**config.mk**
```make
export PLATFORM = sky130hd
export DESIGN_NAME = ubc_uart
export DESIGN_NICKNAME = d
export VERILOG_FILES = /design/src/logic/ubc_pkg.sv /design/src/logic/ubc_uart.sv
export SDC_FILE = /design/constraint.sdc
export NUM_CORES = 1
export LEC_CHECK = 0
export ABC_AREA = 1
export BUFFER_PORTS_ARGS = -buffer_cell sky130_fd_sc_hd__clkbuf_2
export CAP_MARGIN = 20
export CORE_UTILIZATION = 35
export DETAILED_ROUTE_END_ITERATION = 10
export RECOVER_POWER = 25
export SYNTH_ARGS = -nofsm -noshare
export SYNTH_HDL_FRONTEND = slang
export SYNTH_SLANG_ARGS = --single-unit
```
**constraint.sdc**
```tcl
create_clock -name mclk -period 5.9 [get_ports mclk]
set_clock_uncertainty 0.15 [all_clocks]
set_input_delay 1.475 -clock mclk [delete_from_list [all_inputs] [get_ports mclk]]
set_output_delay 1.475 -clock mclk [all_outputs]
set_load 0.03 [all_outputs]
```
**src/logic/ubc_pkg.sv**
```systemverilog
package ubc_pkg;

  // AXI4-Lite register byte offsets
  localparam logic [7:0] UBC_OFF_CTRL   = 8'h00;
  localparam logic [7:0] UBC_OFF_MODE   = 8'h04;
  localparam logic [7:0] UBC_OFF_DIV    = 8'h08;
  localparam logic [7:0] UBC_OFF_TXBUF  = 8'h0C;
  localparam logic [7:0] UBC_OFF_RXBUF  = 8'h10;
  localparam logic [7:0] UBC_OFF_STATUS = 8'h14;

  // CTRL field positions
  localparam int UBC_C_TXEN   = 0;
  localparam int UBC_C_RXEN   = 1;
  localparam int UBC_C_TXIRQS = 2;
  localparam int UBC_C_ERRON  = 3;
  localparam int UBC_C_AUTO_CLEAR_TX_ON_COLLISION   = 4;
  localparam int UBC_C_SAMP   = 5;
  localparam int UBC_C_EDGE   = 6;
  localparam int UBC_C_CLKSRC = 7;
  // MODE field positions
  localparam int UBC_M_SEL    = 0;
  localparam int UBC_M_STOP   = 3;
  localparam int UBC_M_PAR_ON = 4;
  localparam int UBC_M_PAR_OD = 5;
  localparam int UBC_M_MSB    = 6;
  localparam int UBC_M_INV    = 7;
  localparam int UBC_M_LPOL   = 8;
  // STATUS field positions; bits 0..5 clear by writing 1
  localparam int UBC_S_TXIRQ  = 0;
  localparam int UBC_S_RXIRQ  = 1;
  localparam int UBC_S_COLL   = 2;
  localparam int UBC_S_OVR    = 3;
  localparam int UBC_S_FRM    = 4;
  localparam int UBC_S_PAR    = 5;
  localparam int UBC_S_SUM    = 6;
  localparam int UBC_S_TXE    = 7;
  localparam int UBC_S_RXF    = 8;
  localparam int UBC_S_TSHE   = 9;

  localparam logic [31:0] UBC_CTRL_RST = 32'h0000_0000;
  localparam logic [31:0] UBC_MODE_RST = 32'h0000_0000;
  localparam logic [7:0]  UBC_DIV_RST  = 8'h00;

  localparam logic [2:0] UBC_MODE_BUS = 3'h6;
  localparam logic [2:0] UBC_MODE_SIM = 3'h5;
  localparam logic [3:0] UBC_OVS      = 4'hF;   // 16 samples per bit, minus one
  localparam logic [3:0] UBC_OVS_MID  = 4'h7;

  localparam logic [1:0] UBC_RESP_OKAY   = 2'h0;
  localparam logic [1:0] UBC_RESP_SLVERR = 2'h2;

  typedef enum logic [1:0] {
    UBC_IDLE  = 2'b00,
    UBC_WAITE = 2'b01,
    UBC_SHIFT = 2'b10
  } ubc_tx_e;

  typedef enum logic [1:0] {
    UBC_R_IDLE = 2'b00,
    UBC_R_SHFT = 2'b01,
    UBC_R_ERRS = 2'b10
  } ubc_rx_e;

  typedef struct packed {
    logic       awvalid;
    logic [7:0] awaddr;
    logic       wvalid;
    logic [31:0] wdata;
    logic [3:0] wstrb;
    logic       bready;
    logic       arvalid;
    logic [7:0] araddr;
    logic       rready;
  } ubc_axi_req_s;

  typedef struct packed {
    logic       awready;
    logic       wready;
    logic       bvalid;
    logic [1:0] bresp;
    logic       arready;
    logic       rvalid;
    logic [31:0] rdata;
    logic [1:0] rresp;
  } ubc_axi_rsp_s;

endpackage

```
**src/logic/ubc_uart.sv**
```systemverilog
// What this block does
// RQ1 - One bus bit sent as one character
// RQ2 - Line mismatch raises collision request
// RQ3 - Software sets bus mode 110b, plain framing
// RQ4 - Collision sampled on clock or timer underflow
// RQ5 - Collision with auto clear drops transmit enable
// RQ6 - Start bit one bit period after conditions
// RQ7 - Edge start on receive line edge, polarity chosen
// RQ8 - Software arms transmit before the trigger edge
// RQ9 - Software routes shared collision interrupt first
// RQ10 - Smart-card parity error drives output low
// RQ11 - Bit rate is source over 16(n+1)
// RQ12 - Transmit only when enabled and buffer full
// RQ13 - Receive only when allowed and start seen
// RQ14 - Transmit done and receive load raise requests
// RQ15 - Overrun near last stop, no new request
// RQ16 - Framing, parity flags set at buffer load
// RQ17 - Error sum follows overrun, framing, parity
// RQ18 - Completion source plus error output raises request
// RQ19 - Buffer read clears parity, releases output
// RQ20 - Transmit done after stop bit's end
// RQ21 - Error signal only when output enabled
// RQ22 - Software picks smart-card direct or inverse format
// RQ23 - Inverse format inverts, MSB first, odd parity
// RQ24 - Bus character: start, nine data, stop
`timescale 1ns/1ps
`default_nettype none

module ubc_uart (
  input  wire logic                  mclk,
  input  wire logic                  srst,
  input  wire ubc_pkg::ubc_axi_req_s axi_req,
  output var  ubc_pkg::ubc_axi_rsp_s axi_rsp,
  input  wire logic                  ext_clk,
  input  wire logic                  timer_underflow,
  input  wire logic                  serial_in_pin,
  output logic                       serial_out_pin,
  output logic                       serial_out_oe,
  output logic                       tx_irq,
  output logic                       rx_irq,
  output logic                       collision_irq
);
  import ubc_pkg::*;

  ////////////////////////////////////////////////////////////////////
  logic [31:0] ctrl;
  logic [31:0] mode;
  logic [7:0]  baud_divider;
  logic [8:0]  tx_buffer;
  logic [8:0]  rx_buffer;
  logic        tx_buffer_empty_flag;
  logic        rx_buffer_full_flag;
  logic        overrun_flag;
  logic        framing_error_flag;
  logic        parity_error_flag;
  logic        tx_pend;
  logic        rx_pend;
  logic        coll_pend;
  logic        tx_shift_empty;
  logic        aw_hold;
  logic        w_hold;
  logic [7:0]  aw_addr;
  logic [31:0] w_data;
  logic        wr_go;
  logic        rd_go;
  logic        rx_read;
  logic [31:0] rd_val;
  logic        set_tx;
  logic        set_rx;
  logic        set_coll;
  logic        set_ovr;
  logic        set_frm;
  logic        set_par;
  logic        load_rx;
  logic [8:0]  rx_word;
  logic        clr_par;

  logic transmit_enable, rx_allow, tx_irq_source_select, error_signal_output_on;
  logic auto_clear_tx_on_collision, collision_sample_select, tx_start_on_line_edge;
  logic clock_source_select, stop_bit_count, parity_on, parity_odd_even_select;
  logic bit_order_select, data_logic_invert, line_polarity_invert;
  logic [2:0] serial_mode_select;
  logic bus_mode, sim_mode;

  assign transmit_enable            = ctrl[UBC_C_TXEN];
  assign rx_allow                   = ctrl[UBC_C_RXEN];
  assign tx_irq_source_select       = ctrl[UBC_C_TXIRQS];
  assign error_signal_output_on     = ctrl[UBC_C_ERRON];
  assign auto_clear_tx_on_collision = ctrl[UBC_C_AUTO_CLEAR_TX_ON_COLLISION];
  assign collision_sample_select    = ctrl[UBC_C_SAMP];
  assign tx_start_on_line_edge      = ctrl[UBC_C_EDGE];
  assign clock_source_select        = ctrl[UBC_C_CLKSRC];
  assign serial_mode_select         = mode[UBC_M_SEL +: 3];
  assign stop_bit_count             = mode[UBC_M_STOP];
  assign parity_on                  = mode[UBC_M_PAR_ON];
  assign parity_odd_even_select     = mode[UBC_M_PAR_OD];
  assign bit_order_select           = mode[UBC_M_MSB];
  assign data_logic_invert          = mode[UBC_M_INV];
  assign line_polarity_invert       = mode[UBC_M_LPOL];
  assign bus_mode = (serial_mode_select == UBC_MODE_BUS);
  assign sim_mode = (serial_mode_select == UBC_MODE_SIM);

  ////////////////////////////////////////////////////////////////////
  // Pin synchronisers; first stage read only by the second
  logic [1:0] rx_sy;
  logic [1:0] ck_sy;
  logic [1:0] tu_sy;
  logic       ck_d;
  logic       tu_d;
  logic       rx_d;
  always_ff @(posedge mclk) begin
    if (srst) begin
      rx_sy <= 2'h3;
      ck_sy <= 2'h0;
      tu_sy <= 2'h0;
      ck_d  <= 1'b0;
      tu_d  <= 1'b0;
      rx_d  <= 1'b1;
    end else begin
      rx_sy <= {rx_sy[0], serial_in_pin};
      ck_sy <= {ck_sy[0], ext_clk};
      tu_sy <= {tu_sy[0], timer_underflow};
      ck_d  <= ck_sy[1];
      tu_d  <= tu_sy[1];
      rx_d  <= rx_sy[1];
    end
  end
  logic rx_line;
  assign rx_line = rx_sy[1] ^ line_polarity_invert;

  ////////////////////////////////////////////////////////////////////
  // Baud tick: source / (n+1), then 16 ticks per bit
  logic [7:0] bdiv;
  logic       src_tick;
  logic       os_tick;
  assign src_tick = clock_source_select ? (ck_sy[1] & ~ck_d) : 1'b1;
  always_ff @(posedge mclk) begin
    if (srst) begin
      bdiv <= UBC_DIV_RST;
    end else if (src_tick) begin
      bdiv <= (bdiv == 8'h00) ? baud_divider : bdiv - 8'h01;  // [RQ11]
    end
  end
  assign os_tick = src_tick && (bdiv == 8'h00);

  ////////////////////////////////////////////////////////////////////
  // Transmitter
  ubc_tx_e    tx_st;
  logic [3:0] tx_os;
  logic [3:0] tx_bit;
  logic [3:0] tx_last;
  logic [11:0] tx_sh;
  logic       tx_level;
  logic       tx_bit_end;
  logic       tx_mid;
  logic [7:0] tdat;
  logic       tpar;
  logic       edge_seen;
  // Bus mode: 9 data bits, no parity [RQ24]
  assign tx_last    = bus_mode ? 4'd10 : (4'd9 + {3'h0, parity_on} + {3'h0, stop_bit_count});
  assign tx_bit_end = os_tick && (tx_os == UBC_OVS);
  assign tx_mid     = os_tick && (tx_os == UBC_OVS_MID);
  assign edge_seen  = line_polarity_invert ? (rx_sy[1] & ~rx_d) : (~rx_sy[1] & rx_d);  // [RQ7]
  always_comb begin
    tdat = data_logic_invert ? ~tx_buffer[7:0] : tx_buffer[7:0];
    if (bit_order_select) begin
      for (int k = 0; k < 8; k++) tdat[k] = (data_logic_invert ? ~tx_buffer[7-k] : tx_buffer[7-k]);
    end
    tpar = (^tdat) ^ ~parity_odd_even_select;  // [RQ23]
  end

  always_ff @(posedge mclk) begin
    if (srst) begin
      tx_st    <= UBC_IDLE;
      tx_os    <= 4'h0;
      tx_bit   <= 4'h0;
      tx_sh    <= 12'hFFF;
      tx_level <= 1'b1;
      set_tx   <= 1'b0;
      tx_shift_empty <= 1'b1;
    end else begin
      set_tx <= 1'b0;
      case (tx_st)
        UBC_IDLE: begin
          tx_level <= 1'b1;
          if (transmit_enable && !tx_buffer_empty_flag) begin  // [RQ12]
            tx_st <= tx_start_on_line_edge ? UBC_WAITE : UBC_SHIFT;
            tx_os <= 4'h0;
            tx_bit <= 4'h0;
            tx_shift_empty <= 1'b0;
            if (bus_mode) tx_sh <= {2'b11, tx_buffer, 1'b0};  // [RQ1]
            else if (parity_on) tx_sh <= {2'b11, tpar, tdat, 1'b0};
            else tx_sh <= {3'b111, tdat, 1'b0};
          end
        end
        UBC_WAITE: begin
          tx_os <= 4'h0;
          if (!transmit_enable) tx_st <= UBC_IDLE;
          else if (edge_seen) begin  // [RQ7]
            tx_st <= UBC_SHIFT;
            tx_bit <= 4'h1;
            tx_level <= 1'b0;
          end
        end
        UBC_SHIFT: begin
          if (os_tick) tx_os <= tx_os + 4'h1;
          // Bit 0 is an idle bit period before start [RQ6]
          if (tx_bit_end) begin
            tx_level <= (tx_bit > tx_last) ? 1'b1 : tx_sh[tx_bit];
            tx_bit <= tx_bit + 4'h1;
            if (tx_bit == tx_last + 4'h1) begin
              tx_st <= UBC_IDLE;
              tx_shift_empty <= 1'b1;
              set_tx <= 1'b1;  // [RQ14] [RQ20]
            end
          end
          if (bus_mode && auto_clear_tx_on_collision && coll_pend) begin
            tx_st <= UBC_IDLE;
            tx_level <= 1'b1;
            tx_shift_empty <= 1'b1;
          end
        end
        default: tx_st <= UBC_IDLE;
      endcase
    end
  end

  // Collision compare on each bit [RQ2] [RQ4] [RQ24]
  logic tx_line;
  assign tx_line = tx_level;
  always_comb begin
    set_coll = 1'b0;
    if (bus_mode && tx_st == UBC_SHIFT && tx_bit != 4'h0) begin
      if (collision_sample_select ? (tu_sy[1] & ~tu_d) : tx_mid)
        set_coll = (tx_line != rx_line);
    end
  end

  ////////////////////////////////////////////////////////////////////
  // Receiver
  ubc_rx_e    rx_st;
  logic [3:0] rx_os;
  logic [3:0] rx_bit;
  logic [11:0] rx_sh;
  logic [3:0] rx_last;
  logic       err_drive;
  logic       ovr_seen;
  assign rx_last = tx_last;
  always_ff @(posedge mclk) begin
    if (srst) begin
      rx_st <= UBC_R_IDLE;
      rx_os <= 4'h0;
      rx_bit <= 4'h0;
      rx_sh <= 12'h000;
      ovr_seen <= 1'b0;
    end else begin
      case (rx_st)
        UBC_R_IDLE: begin
          rx_os <= 4'h0;
          rx_bit <= 4'h0;
          ovr_seen <= 1'b0;
          if (rx_allow && !rx_line && !err_drive) rx_st <= UBC_R_SHFT;  // [RQ13]
        end
        UBC_R_SHFT: begin
          if (os_tick) rx_os <= rx_os + 4'h1;
          if (os_tick && rx_os == UBC_OVS_MID) begin
            rx_sh[rx_bit] <= rx_line;
            rx_bit <= rx_bit + 4'h1;
            if (rx_bit == 4'h0 && rx_line) rx_st <= UBC_R_IDLE;
            if (rx_bit == rx_last - 4'h1 && rx_buffer_full_flag) ovr_seen <= 1'b1;  // [RQ15]
            if (rx_bit == rx_last) rx_st <= UBC_R_ERRS;
          end
        end
        UBC_R_ERRS: rx_st <= UBC_R_IDLE;
        default: rx_st <= UBC_R_IDLE;
      endcase
    end
  end

  // Character assembly and error checks at buffer load [RQ16]
  logic [7:0] rdat;
  logic       rpar_bad;
  always_comb begin
    rdat = rx_sh[8:1];
    if (bit_order_select) begin
      for (int k = 0; k < 8; k++) rdat[k] = rx_sh[8-k];
    end
    if (data_logic_invert) rdat = ~rdat;
    rx_word  = bus_mode ? rx_sh[9:1] : {1'b0, rdat};
    rpar_bad = parity_on && !bus_mode &&
               ((^rx_sh[9:1]) == parity_odd_even_select);  // [RQ23]
    load_rx  = (rx_st == UBC_R_ERRS);
    set_ovr  = load_rx && ovr_seen;
    set_rx   = load_rx && !ovr_seen;
    set_frm  = load_rx && !(rx_sh[rx_last] &&
               (!stop_bit_count || bus_mode || rx_sh[rx_last - 4'h1]));
    set_par  = load_rx && rpar_bad;
  end

  // Error signal low while parity error held [RQ10] [RQ21]
  assign err_drive = sim_mode && error_signal_output_on && parity_error_flag;
  assign serial_out_pin = err_drive ? 1'b0 : (tx_level ^ line_polarity_invert);
  // Smart-card output is open drain: driven only for a low transmit level or the error signal
  assign serial_out_oe  = sim_mode ? (err_drive || !tx_level) : 1'b1;

  ////////////////////////////////////////////////////////////////////
  // AXI4-Lite slave; both halves held, then one write
  assign wr_go   = aw_hold && w_hold && !axi_rsp.bvalid;
  assign rd_go   = axi_req.arvalid && axi_rsp.arready;
  assign rx_read = rd_go && (axi_req.araddr == UBC_OFF_RXBUF);
  assign clr_par = rx_read;  // [RQ19]
  logic        b_vld;
  logic        r_vld;
  logic [1:0]  b_rsp;
  logic [1:0]  r_rsp;
  logic [31:0] r_dat;
  assign axi_rsp = '{awready: !aw_hold && !b_vld, wready: !w_hold && !b_vld,
                     bvalid: b_vld, bresp: b_rsp, arready: !r_vld, rvalid: r_vld,
                     rdata: r_dat, rresp: r_rsp};

  always_ff @(posedge mclk) begin
    if (srst) begin
      aw_hold <= 1'b0;
      w_hold  <= 1'b0;
      aw_addr <= 8'h00;
      w_data  <= 32'h0000_0000;
      b_vld <= 1'b0;
      b_rsp <= UBC_RESP_OKAY;
    end else begin
      if (axi_req.awvalid && axi_rsp.awready) begin
        aw_hold <= 1'b1;
        aw_addr <= axi_req.awaddr;
      end
      if (axi_req.wvalid && axi_rsp.wready) begin
        w_hold <= 1'b1;
        w_data <= axi_req.wdata;
      end
      if (wr_go) begin
        aw_hold <= 1'b0;
        w_hold  <= 1'b0;
        b_vld <= 1'b1;
        b_rsp <= (aw_addr > UBC_OFF_STATUS || aw_addr[1:0] != 2'h0) ?
                 UBC_RESP_SLVERR : UBC_RESP_OKAY;
      end else if (axi_req.bready) begin
        b_vld <= 1'b0;
      end
    end
  end

  always_comb begin
    rd_val = 32'h0000_0000;
    case (axi_req.araddr)
      UBC_OFF_CTRL:   rd_val = ctrl;
      UBC_OFF_MODE:   rd_val = mode;
      UBC_OFF_DIV:    rd_val = {24'h0, baud_divider};
      UBC_OFF_TXBUF:  rd_val = {23'h0, tx_buffer};
      UBC_OFF_RXBUF:  rd_val = {23'h0, rx_buffer};
      UBC_OFF_STATUS: rd_val = {22'h0, tx_shift_empty, rx_buffer_full_flag,
                                tx_buffer_empty_flag,
                                overrun_flag | framing_error_flag | parity_error_flag,  // [RQ17]
                                parity_error_flag, framing_error_flag, overrun_flag,
                                coll_pend, rx_pend, tx_pend};
      default:        rd_val = 32'h0000_0000;
    endcase
  end

  always_ff @(posedge mclk) begin
    if (srst) begin
      r_vld <= 1'b0;
      r_dat <= 32'h0000_0000;
      r_rsp <= UBC_RESP_OKAY;
    end else if (rd_go) begin
      r_vld <= 1'b1;
      r_dat <= rd_val;
      r_rsp <= (axi_req.araddr > UBC_OFF_STATUS || axi_req.araddr[1:0] != 2'h0) ?
               UBC_RESP_SLVERR : UBC_RESP_OKAY;
    end else if (axi_req.rready) begin
      r_vld <= 1'b0;
    end
  end

  ////////////////////////////////////////////////////////////////////
  // Control registers and flags; hardware set wins over software clear, except that a TXBUF write wins over setting the transmit empty flag
  logic wr_ctrl, wr_mode, wr_stat, wr_tx;
  logic [31:0] w1c;
  assign wr_ctrl = wr_go && aw_addr == UBC_OFF_CTRL;
  assign wr_mode = wr_go && aw_addr == UBC_OFF_MODE;
  assign wr_stat = wr_go && aw_addr == UBC_OFF_STATUS;
  assign wr_tx   = wr_go && aw_addr == UBC_OFF_TXBUF;
  assign w1c     = wr_stat ? w_data : 32'h0000_0000;

  always_ff @(posedge mclk) begin
    if (srst) begin
      ctrl <= UBC_CTRL_RST;
      mode <= UBC_MODE_RST;
      baud_divider <= UBC_DIV_RST;
      tx_buffer <= 9'h000;
      tx_buffer_empty_flag <= 1'b1;
    end else begin
      if (wr_ctrl) ctrl <= w_data;
      if (set_coll && auto_clear_tx_on_collision) ctrl[UBC_C_TXEN] <= 1'b0;  // [RQ5]
      if (wr_mode) mode <= w_data;
      if (wr_go && aw_addr == UBC_OFF_DIV) baud_divider <= w_data[7:0];
      if (wr_tx) begin
        tx_buffer <= w_data[8:0];
        tx_buffer_empty_flag <= 1'b0;
      end else if (tx_st == UBC_IDLE && transmit_enable && !tx_buffer_empty_flag) begin
        tx_buffer_empty_flag <= 1'b1;
      end
    end
  end

  // Completion source with error output on after reset requests [RQ18]
  logic arm_done;
  always_ff @(posedge mclk) begin
    if (srst) begin
      arm_done <= 1'b0;
      tx_pend <= 1'b0;
      rx_pend <= 1'b0;
      coll_pend <= 1'b0;
      overrun_flag <= 1'b0;
      framing_error_flag <= 1'b0;
      parity_error_flag <= 1'b0;
      rx_buffer <= 9'h000;
      rx_buffer_full_flag <= 1'b0;
    end else begin
      if (tx_irq_source_select && error_signal_output_on) arm_done <= 1'b1;
      tx_pend   <= (set_tx || (!arm_done && tx_irq_source_select && error_signal_output_on))
                   || (tx_pend && !w1c[UBC_S_TXIRQ]);
      rx_pend   <= set_rx || (rx_pend && !w1c[UBC_S_RXIRQ]);
      coll_pend <= set_coll || (coll_pend && !w1c[UBC_S_COLL]);
      overrun_flag       <= set_ovr || (overrun_flag && !w1c[UBC_S_OVR]);
      framing_error_flag <= set_frm || (framing_error_flag && !w1c[UBC_S_FRM]);
      parity_error_flag  <= set_par || (parity_error_flag && !w1c[UBC_S_PAR] && !clr_par);
      if (set_rx) rx_buffer <= rx_word;
      rx_buffer_full_flag <= load_rx || (rx_buffer_full_flag && !rx_read);
    end
  end

  assign tx_irq        = tx_pend;
  assign rx_irq        = rx_pend;
  assign collision_irq = coll_pend;

endmodule

`default_nettype wire

```
==> impl_metrics.csv <==
group,metric,value,unit
floorplanning,ios,108,
cts,cts_resized,0,
cts,path_clk_slew,0.06,ns
global_route,grt_max_degree,115,
routing,ant_nets,0,
pwr,power,4.28,mW
timing,timing.final.crit_share,60.3,%
floorplanning,dieWidth,179,um
yosys,ys_seq_area_share,43.7,%
timing,hold_viol_final,0,
critical_path,cp_max_fo,28,
routing,wl,30600,um
routing,highest_layer,"met4",
critical_path,required,6.21,ns
cts,cts.sinks,239,
timing,finalSetupViolCount,0,
global_route,grt_pass1_vias,9392,
routing,viasPerCell,5.11,
routing,drtPass1Iterations,5,
cts,htreeDepth,1,
timing,slew_viol_final,0,
cts,cts-root-buf,"clkbuf_16",
timing,max-slew-margin-rel,31.4,%
job,max_cap_violations,0,
routing,avgRoutedWirePerCell,15.4,um
pwr,swShare,27.9,%
place,dpl.hpwl,20800,um
outcome,status,"finished clean",
timing,tns,0,ns
place,placed_cell_area,0.0117,sq mm
routing,wirelength_met1,14000,um
critical_path,criticalPathCategory,"in2reg",
timing,fin_ws,2.34,ns
global_route,grt_usage,19.3,%
critical_path,critPathMaxStageDelay,0.61,ns
cts,cts_buffers,27,
critical_path,cp-start-kind,"primary input",
critical_path,path_buf_inv,2,
floorplanning,die_h,179,um
pwr,power.switching,1.19,mW
final_layout,syn2layout_area_growth,15.6,%
routing,met2_wirelength,13700,um
yosys,synth_top_area_share,43.7,%
pwr,vdd_ir_drop_max,0.209,mV
place,numPortBuffers,101,
floorplanning,num_rows,64,
cts,clock_latency,0.54,ns
worst_hold_path,hp-class,"reg2reg",
place,place_congestion,0.906,
floorplanning,fp.coreArea,0.0307,sq mm
final_layout,post-route-util,41.2,%
timing,min_period,3.56,ns
yosys,synth_edf_count,0,
pwr,pwr-share-comb,15.5,%
critical_path,crit_slowest_cell,"nor2_1",
global_route,grt_pass1_wl,49300,um
yosys,synth_cell_types,53,
yosys,netlist_area,0.0109,sq mm
place,dp_slack,1.87,ns
critical_path,crit_top_cell,"nand2_1",
yosys,ys_seq_elements,239,
yosys,synth_ff_type,"dfxtp_1",
global_route,antenna_found_initial,2,
critical_path,arrival,3.87,ns
yosys,async_flop_share,0,%
yosys,yosys.area.top_type,"dfxtp_1",
final_layout,layout-drive-gt1-share,12.0,%
cts,cts_buffer_depth,3,
yosys,yosysWarnings,0,
cts,tritoncts,"done",
pwr,cellPowerDensity,338,mW/mm^2
yosys,synthCells,1507,
final_layout,layout.nets,1640,
pwr,intPower,3.08,mW
yosys,yosys-top-cells-area,"dfxtp_1 (44%), a21oi_1 (11%), o21ai_0 (9.6%)",
pwr,clkPwrFrac,42.9,%
critical_path,crit_chain,"clkbuf_2, or2_1, nor2_1, nand2_1, inv_2, nand2_1, o21ai_0, a21oi_1, a41oi_1",
routing,drc,0,
routing,vias,10100,
cts,post_cts_buffers,0,
critical_path,critical_path.top_delay_family,"simple AND/OR/NAND/NOR gates",
timing,rsz0062_at_grt,"false",
timing,fmax,0.281,GHz
floorplanning,die_area,0.0320,sq mm
timing,worstMarginPinSlew,1.03,ns
yosys,avgSynthCellArea,7.26,sq um
critical_path,end_kind,"register",
global_route,gr-total-overflow,0,
pwr,p_leak,4.99,nW
final_layout,post-route-cell-area,0.0126,sq mm
floorplanning,start_util,35.7,%
routing,drtIter0Drc,727,
cts,cts_hold_buffers,0,
routing,wl_met3,1920,um
pwr,p_seq_share,41.7,%
[power by group through the flow]
stage	Sequential [mW]	Clock [mW]	Combinational [mW]
final	1.78	1.83	0.661
after global routing	1.79	1.94	0.750
after CTS	1.78	1.87	0.664
after detailed placement	1.82	0	0.660
after global placement	1.82	0	0.652
after floorplan	1.79	0	0.513
[final timing paths]
path / start / to / slack, ns / cells past startpoint
max: axi_req[2] / r_dat[7]$_SDFFE_PP0P_ / 2.34 / 9
max reg2reg: mode[0]$_SDFFE_PP0P_ / tx_st[0]$_SDFFE_PP0P_ / 2.90 / 9
min reg2reg: tu_sy[0]$_SDFF_PP0_ / tu_sy[1]$_SDFF_PP0_ / 0.26 / 2
min: tu_sy[0]$_SDFF_PP0_ / tu_sy[1]$_SDFF_PP0_ / 0.26 / 2
[per-stage QoR]
stage | std cells | hold WS, ns
2_1_floorplan | 1508 | 0.238
6_report | 1981 | 0.256
3_3_place_gp | 1929 | 0.246
5_1_grt | 1981 | 0.270
3_5_place_dp | 1930 | 0.251
4_1_cts | 1979 | 0.260
[layout by cell type, fill, tap and decap left out, types with 10 or more instances in the layout]
cell	instances
a21oi_1	238
o211ai_1	10
xor2_1	15
inv_1	167
nand3_1	65
clkbuf_16	27
clkbuf_2	100
ha_1	15
dfxtp_1	239
nor3_1	19
nor2_1	78
o21ai_0	210
nand2_1	258
[cell families after synthesis]
logic type                 Yosys count  synth area share (%)
DFF                                239                  43.7
and+or+nand+nor                    466                  19.0
xor gates and xnor gates            23                  1.84
AOI/OAI and AO/OA                  504                  24.3
buffers and inverters              259                  9.40
adders and majority gates           15                  1.71
other                                1                0.0343
[tightest hold or removal path, delay by kind of cell (launching register included)]
kind / cells / cell delay (ns)
buffers and inverters: 1 / 0.04
DFF: 1 / 0.30
and+or+nand+nor: 1 / 0.03
[cell usage after synthesis (2+ instances only)]
library cell  number
buf_6              2
inv_2              4
o21ai_0          209
clkbuf_2           2
a41oi_1            7
nand3b_1           3
nor2_4             7
a211oi_1           5
nand2_1          259
a32o_1             2
nand2_4            2
o21a_1             3
clkbuf_1          57
or2_2              5
o21ai_1            9
nor2_1            78
a21oi_1          238
o22ai_1            6
inv_1            168
ha_1              15
nor2_2             4
o31ai_1            2
nand2_2            4
a31oi_1            4
buf_2             16
xnor2_1            8
nand4_1            3
dfxtp_1          239
clkinv_1           4
o211ai_1          10
xor2_1            15
nor3_1            19
nor3_2             2
nor4_1             8
buf_4              5
or2_1              2
nand3_1           65
[per-layer routing]
metal | vias to the layer above | global-route usage, %
li1 | 5126 | -
met1 | 4668 | 25.4
met2 | 280 | 31.5
met3 | 53 | 3.39
met4 | 0 | 7.27
met5 | - | 0
[sequential cells by signal, summed over array words and instances, names as in the netlist, 9 cells and up]
register and flops:
ctrl 32, mode 32, r_dat 32, w_data 32, rx_sh 11, tx_sh 10, rx_buffer 9, tx_buffer 9
[area by class of cell]
cell class,instances,area [sq um]
timing repair buffer,109,584
clock buffer,39,801
clock inverter,10,181
multi-input combinational,1010,5130
tap,396,495
antenna,2,5.00
fill,3184,18000
sequential,239,4780
inverter,176,663
Note: power is estimated with default switching activity, not from simulation.
